<file path="config.mk">
export PLATFORM = sky130hd
export DESIGN_NAME = xapd_exec
export DESIGN_NICKNAME = d
export VERILOG_FILES = /design/src/hw/xapd_pkg.sv /design/src/hw/xapd_exec.sv /design/src/hw/xapd_dir_reg.sv
export SDC_FILE = /design/constraint.sdc
export NUM_CORES = 1
export LEC_CHECK = 0
export BUFFER_PORTS_ARGS = -buffer_cell sky130_fd_sc_hd__buf_2
export CORE_MARGIN = 2
export CORE_UTILIZATION = 35
export DETAILED_ROUTE_END_ITERATION = 10
export SYNTH_ARGS = -nofsm -noshare
export SYNTH_HDL_FRONTEND = slang
export SYNTH_SLANG_ARGS = --single-unit
export TNS_END_PERCENT = 50
</file>
<file path="constraint.sdc">
create_clock -name i_sys_clk -period 1.1 [get_ports i_sys_clk]
set_input_delay 0.165 -clock i_sys_clk [delete_from_list [all_inputs] [get_ports i_sys_clk]]
set_output_delay 0.165 -clock i_sys_clk [all_outputs]
set_load 0.01 [all_outputs]
</file>
<file path="src/hw/xapd_pkg.sv">
package xapd_pkg;
  localparam int XAPD_OP_W = 12;
  localparam int XAPD_DATA_W = 8;
  localparam int XAPD_ADDR_W = 5;
  localparam logic [3:0] XAPD_LIT_OP = 4'hF;
  localparam logic [5:0] XAPD_REG_OP = 6'h06;
  localparam logic [8:0] XAPD_DIR_OP = 9'h000;
  localparam logic [2:0] XAPD_PORT_FIRST = 3'h5;
  localparam int XAPD_PORT_CNT = 3;
  localparam logic [7:0] XAPD_DIR_RESET = 8'hFF;
  localparam int XAPD_DEST_BIT = 5;

  typedef enum logic [1:0] {
    XAPD_OP_NONE = 2'h0,
    XAPD_OP_DIR = 2'h1,
    XAPD_OP_XLIT = 2'h2,
    XAPD_OP_XREG = 2'h3
  } xapd_op_type;

  typedef struct packed {
    logic valid;
    logic [11:0] word;
  } xapd_instr_type;

  typedef struct packed {
    logic acc_we;
    logic [7:0] acc_data;
    logic file_we;
    logic [4:0] file_addr;
    logic [7:0] file_data;
    logic zero_we;
    logic zero_val;
  } xapd_wb_type;
endpackage

</file>
<file path="src/hw/xapd_exec.sv">
`timescale 1ns/100ps
module xapd_exec import xapd_pkg::*; (
  input wire logic i_sys_clk,
  input wire logic i_rst_n,
  input wire xapd_instr_type i_instr,
  input wire logic [7:0] i_acc,
  input wire logic [7:0] i_file_rdata,
  output logic [4:0] o_file_raddr,
  output xapd_wb_type o_wb,
  output logic o_done,
  output logic [23:0] o_port_dir
);
  // Decoded view of the presented word
  xapd_op_type op;
  logic [7:0] lit;
  logic [4:0] faddr;
  logic dest_file;
  logic [2:0] port_sel;
  logic is_lit;
  logic is_reg;
  logic is_dir_word;
  logic port_ok;

  // Shared operand and result path
  logic [7:0] operand;
  logic [7:0] xor_res;
  logic res_zero;

  // Accumulator write-back group
  logic acc_we_d;
  logic acc_we_q;
  logic [7:0] acc_data_d;
  logic [7:0] acc_data_q;

  // File register write-back group
  logic file_we_d;
  logic file_we_q;
  logic [4:0] file_addr_d;
  logic [4:0] file_addr_q;
  logic [7:0] file_data_d;
  logic [7:0] file_data_q;

  // Zero flag group
  logic zero_we_d;
  logic zero_we_q;
  logic zero_val_d;
  logic zero_val_q;

  // Completion and direction strobes
  logic done_d;
  logic done_q;
  logic [XAPD_PORT_CNT-1:0] dir_load;

  assign lit = i_instr.word[7:0];
  assign faddr = i_instr.word[XAPD_ADDR_W-1:0];
  assign dest_file = i_instr.word[XAPD_DEST_BIT];
  assign port_sel = i_instr.word[2:0];
  assign o_file_raddr = faddr;

  assign is_lit = (i_instr.word[11:8] == XAPD_LIT_OP);
  assign is_reg = (i_instr.word[11:6] == XAPD_REG_OP);
  assign is_dir_word = (i_instr.word[11:3] == XAPD_DIR_OP);
  // Ports below the first have no direction register, so such words stay undecoded
  assign port_ok = (port_sel >= XAPD_PORT_FIRST);

  // Literal first: its top nibble can never alias the other two classes
  always_comb begin
    op = XAPD_OP_NONE;
    if (i_instr.valid) begin
      if (is_lit) begin
        op = XAPD_OP_XLIT;
      end else if (is_reg) begin
        op = XAPD_OP_XREG;
      end else if (is_dir_word && port_ok) begin
        op = XAPD_OP_DIR;
      end
    end
  end

  // File operand is read combinationally so the whole op fits one cycle
  always_comb begin
    operand = i_file_rdata;
    if (op == XAPD_OP_XLIT) begin
      operand = lit;
    end
  end

  assign xor_res = i_acc ^ operand;
  assign res_zero = (xor_res == 8'h00);

  // Accumulator takes the literal result, or the register result unless routed back
  always_comb begin
    acc_we_d = 1'b0;
    acc_data_d = 8'h00;
    unique case (op)
      XAPD_OP_XLIT: begin
        acc_we_d = 1'b1;
        acc_data_d = xor_res;
      end
      XAPD_OP_XREG: begin
        acc_we_d = !dest_file;
        acc_data_d = xor_res;
      end
      XAPD_OP_DIR: begin
        acc_we_d = 1'b0;
      end
      XAPD_OP_NONE: begin
        acc_we_d = 1'b0;
      end
    endcase
  end

  always_ff @(posedge i_sys_clk or negedge i_rst_n) begin
    if (!i_rst_n) begin
      acc_we_q <= 1'b0;
      acc_data_q <= 8'h00;
    end else begin
      acc_we_q <= acc_we_d;
      acc_data_q <= acc_data_d;
    end
  end

  // Address and data are zeroed unless the op is a register XOR, even one whose result goes to the accumulator
  always_comb begin
    file_we_d = 1'b0;
    file_addr_d = 5'h00;
    file_data_d = 8'h00;
    if (op == XAPD_OP_XREG) begin
      file_we_d = dest_file;
      file_addr_d = faddr;
      file_data_d = xor_res;
    end
  end

  always_ff @(posedge i_sys_clk or negedge i_rst_n) begin
    if (!i_rst_n) begin
      file_we_q <= 1'b0;
      file_addr_q <= 5'h00;
      file_data_q <= 8'h00;
    end else begin
      file_we_q <= file_we_d;
      file_addr_q <= file_addr_d;
      file_data_q <= file_data_d;
    end
  end

  // Direction loads leave every flag alone
  always_comb begin
    zero_we_d = 1'b0;
    zero_val_d = 1'b0;
    unique case (op)
      XAPD_OP_XLIT, XAPD_OP_XREG: begin
        zero_we_d = 1'b1;
        zero_val_d = res_zero;
      end
      XAPD_OP_DIR: begin
        zero_we_d = 1'b0;
      end
      XAPD_OP_NONE: begin
        zero_we_d = 1'b0;
      end
    endcase
  end

  always_ff @(posedge i_sys_clk or negedge i_rst_n) begin
    if (!i_rst_n) begin
      zero_we_q <= 1'b0;
      zero_val_q <= 1'b0;
    end else begin
      zero_we_q <= zero_we_d;
      zero_val_q <= zero_val_d;
    end
  end

  // Every recognised op finishes in the cycle after it is taken
  always_comb begin
    done_d = (op != XAPD_OP_NONE);
  end

  always_ff @(posedge i_sys_clk or negedge i_rst_n) begin
    if (!i_rst_n) begin
      done_q <= 1'b0;
    end else begin
      done_q <= done_d;
    end
  end

  // Write-back leaves as one word so the core applies it in the same cycle
  always_comb begin
    o_wb.acc_we = acc_we_q;
    o_wb.acc_data = acc_data_q;
    o_wb.file_we = file_we_q;
    o_wb.file_addr = file_addr_q;
    o_wb.file_data = file_data_q;
    o_wb.zero_we = zero_we_q;
    o_wb.zero_val = zero_val_q;
  end

  assign o_done = done_q;

  // One-hot load strobe; the port selects are distinct so at most one bit rises
  always_comb begin
    dir_load = '0;
    for (int p = 0; p < XAPD_PORT_CNT; p++) begin
      if (op == XAPD_OP_DIR && port_sel == XAPD_PORT_FIRST + 3'(p)) begin
        dir_load[p] = 1'b1;
      end
    end
  end

  // Reset value and storage live in the small register module
  genvar g;
  generate
    for (g = 0; g < XAPD_PORT_CNT; g++) begin : g_port
      xapd_dir_reg u_dir (
        .i_sys_clk(i_sys_clk),
        .i_rst_n(i_rst_n),
        .i_load(dir_load[g]),
        .i_data(i_acc),
        .o_dir(o_port_dir[g*8 +: 8])
      );
    end
  endgenerate
endmodule // xapd_exec

</file>
<file path="src/hw/xapd_dir_reg.sv">
`timescale 1ns/100ps
module xapd_dir_reg import xapd_pkg::*; (
  input wire logic i_sys_clk,
  input wire logic i_rst_n,
  input wire logic i_load,
  input wire logic [7:0] i_data,
  output logic [7:0] o_dir
);
  logic [7:0] dir_d;
  logic [7:0] dir_q;

  always_comb begin
    dir_d = i_load ? i_data : dir_q;
  end

  // Reset leaves every pin an input so nothing is driven before software decides
  always_ff @(posedge i_sys_clk or negedge i_rst_n) begin
    if (!i_rst_n) begin
      dir_q <= XAPD_DIR_RESET;
    end else begin
      dir_q <= dir_d;
    end
  end

  assign o_dir = dir_q;
endmodule // xapd_dir_reg

</file>
==> summary.txt <==
Timing
  • Hold Vio Cnt, Final: 0
  • Fin crit share: 1.24
  • Worst Max-Slew Pin Slew: 0.318 ns
  • RSZ-0062 raised after global routing: yes
  • Final worst slack: -0.262 ns
  • Endpoints failing setup: 47
  • Slew Limit Fails: 0
  • Fin Setup TNS: -5.45 ns
  • Fin crit period: 1.36 ns
  • Fmax: 734 MHz
  • Hold slack: 0.182 ns
  • Worst Skew: 0 ns
  • Worst rel slew slack: 0.788

Power
  • Combinational share of power: 0.133
  • Power share of the clock group: 0.348
  • Switching portion of total power: 0.228
  • P_leak: 1.72 nW
  • Int Pwr: 2.77 mW
  • Total power: 3.59 mW
  • Part of the power in registers: 0.519
  • Sw power: 0.818 mW
  • PD cells: 1030 nW/um2
  • VDD IR max: 714 uV

Floorplan
  • Core area: 6390 um2
  • Chip Height: 85.7 um
  • Row Count: 29
  • Initial Util: 0.365
  • IO Count: 86
  • Die X: 85.7 um
  • Die ar.: 7340 um2

Run status
  • Failing checks: setup timing
  • Status: finished, violations left

Setup path
  • R2R Path End: g_port[2].u_dir.o_dir[6]$_DFFE_PN1P_
  • Reg2Reg Depth: 1
  • CP peak stage delay: 0.32 ns
  • Worst Path Class, Setup: primary input to register
  • Crit start category: primary input
  • Reg2reg setup slack: 0.35 ns
  • Worst endpoint required time: 1.32 ns
  • Critical R2R Launch: g_port[2].u_dir.o_dir[6]$_DFFE_PN1P_
  • Worst-path cell chain: buf_8 > nor4_4 > and4b_4 > and4b_1 > buf_12 > mux2_4
  • Critical path arrival: 1.58 ns
  • Element type at the critical path end: register
  • CP Max Fanout: 8
  • Slowest CP cell: nor4_4

Place
  • Final GP Congestion: 0.765
  • DP Worst Slack: -0.592 ns
  • Hpwl dp: 4120 um
  • # port buffers: 85

Route
  • Vias: 1763
  • Routed WL: 5520 um
  • Routed length per instance: 14.7 um
  • Routed vias/inst: 4.70
  • Post-route ant nets: 0
  • DR pass1 iterations: 4
  • Iter 0 DRT Violations: 33
  • Drc violations: 0

Finish
  • Syn-to-layout area delta: 48.5%
  • Post-layout util: 0.543
  • Register area: 1280 um2
  • Multi-input logic area: 1060 um2
  • Layout filler cell count: 577
  • Share of cells above drive strength 1: 0.668
  • Final net count: 328
  • Diodes inserted: 0

Yosys
  • Post-synth top area share: 0.279
  • Area contributors post-synth: dfrtp_1 (28%), dfstp_2 (27%), mux2_2 (5.3%)
  • Yosys warns: 0
  • Synth Register Bits: 50
  • Post-Syn Area: 2330 um2
  • Number of distinct library cells after synthesis: 37
  • Leading area contributor after synthesis: dfrtp_1
  • Seq/Total Area, Yosys: 0.549
  • Syn Area/Cell: 12.8 um2
  • Number of synthesized flops with an enable pin: 0
  • Syn_nets: 214
  • Ys async rst share: 1.00
  • Mapped Cells: 183
  • Most frequent cells after synthesis: dfrtp_1 (26), dfstp_2 (24), nor2_1 (17), buf_4 (11), mux2_2 (11)
  • Dominant synthesized flop cell: dfrtp_1
  • Most frequent cell after synthesis: dfrtp_1

GRT
  • Gr usage total: 0.159
  • GRT overflow: 0
  • Antenna violations before repair: 0
  • Global-route wire length before repair: 9160 um
  • Largest net degree at the start of global routing: 51
  • Vias in the first global route: 1842

CTS
  • CTS clk-pin slew, worst paths: 0.09 ns
  • CTS tree: done
  • CTS Buf Count: 5
  • Clk sinks: 50
  • CTS Buffer Depth: 2
  • Clock latency at the later pin of the worst-skew pair: 0.29 ns
  • H-tree lvl count: 2
  • Clk root buf: clkbuf_8

Worst hold path
  • HP Class: primary input to register
  • WHS Endpoint: g_port[0].u_dir.o_dir[6]$_DFFE_PN1P_
  • Hold_sp: i_acc[6]
  • Hold Path Cell Cnt: 2

Job
  • MaxCap Viol Count: 0
## power groups by stage
stage	sequential, mW	combinational, mW	clock (mW)
3_3_place_gp	1.89	0.412	0
5_1_grt	1.86	0.521	1.36
6_report	1.86	0.476	1.25
4_1_cts	1.86	0.451	1.29
3_5_place_dp	1.89	0.416	0
2_1_floorplan	1.90	0.157	0
## critical path: cells and delay by family
family	cells	cell delay [ns]
and+or+nand+nor	3	0.87
buffers and inverters	2	0.25
muxes	1	0.30
## per-stage QoR
stage / instance area [um2] / instances
global placement: 3020 / 363
floorplan: 2340 / 183
global route: 3470 / 375
CTS: 3360 / 374
detailed placement: 3020 / 363
finish: 3470 / 375
## routing by layer
layer / global-route usage / up-vias / part of all wire
met2: 0.261 / 65 / 0.48
met3: 0.0462 / 2 / 0.073
met1: 0.212 / 834 / 0.45
met4: 0.0260 / 0 / 0.0034
met5: 0 / - / 0
li1: - / 862 / -
## logic make-up (layout without fill, tap and decap cells)
kind of cell,after synthesis,count (layout),share of synthesized area
XOR/XNOR,3,3,0.0113
multiplexers,26,26,0.137
AND/OR/NAND/NOR,73,74,0.210
AO/OA/AOI/OAI,12,12,0.0338
buffers and inverters,19,133,0.0584
flip-flops,50,50,0.549
## how the worst max path moves through the flow
stage,startpoint,end,cells after the start
3_3_place_gp,i_instr[9],g_port[1].u_dir.o_dir[2]$_DFFE_PN1P_,6
5_1_grt,i_instr[11],g_port[1].u_dir.o_dir[5]$_DFFE_PN1P_,6
4_1_cts,i_instr[10],g_port[1].u_dir.o_dir[5]$_DFFE_PN1P_,6
3_5_place_dp,i_instr[9],g_port[1].u_dir.o_dir[2]$_DFFE_PN1P_,6
6_report,i_instr[11],g_port[1].u_dir.o_dir[5]$_DFFE_PN1P_,6
2_1_floorplan,i_instr[9],g_port[1].u_dir.o_dir[0]$_DFFE_PN1P_,5
## flip-flops by register name (all words and copies together) (netlist names)
| register | count |
|---|---|
| acc_data_q | 8 |
| zero_we_q | 1 |
| file_we_q | 1 |
| o_done | 1 |
| g_port.u_dir.o_dir | 24 |
| zero_val_q | 1 |
| acc_we_q | 1 |
| file_data_q | 8 |
| file_addr_q | 5 |
## cell type report
type                            instances  area share
Timing Repair Buffer                  122       0.263
Sequential cell                        50       0.370
Clock inverter                          1     0.00866
Multi-Input combinational cell        115       0.305
Tap cell                               77      0.0278
Clock buffer                            7      0.0220
Inverter                                3     0.00325
## cell usage in the layout, fill, tap and decap left out, drive strengths merged, types with 7 or more instances in the layout
cell and instances:
and3 7, mux2 24, and2 7, dfstp 24, nand4b 8, nor2b 9, clkbuf 7, buf 121
nor2 18, dfrtp 26
## what timing repair did
item                                    in CTS  in global routing
resized for setup                           43                 19
pin swaps                                    8                  9
endpoints found under the setup margin      67                 63
endpoints found under the hold margin       26                  0
buffers inserted                             2                  2
gates cloned                                 1                  0
hold buffers                                 1                  0
Power figures use the tool's default switching activity.
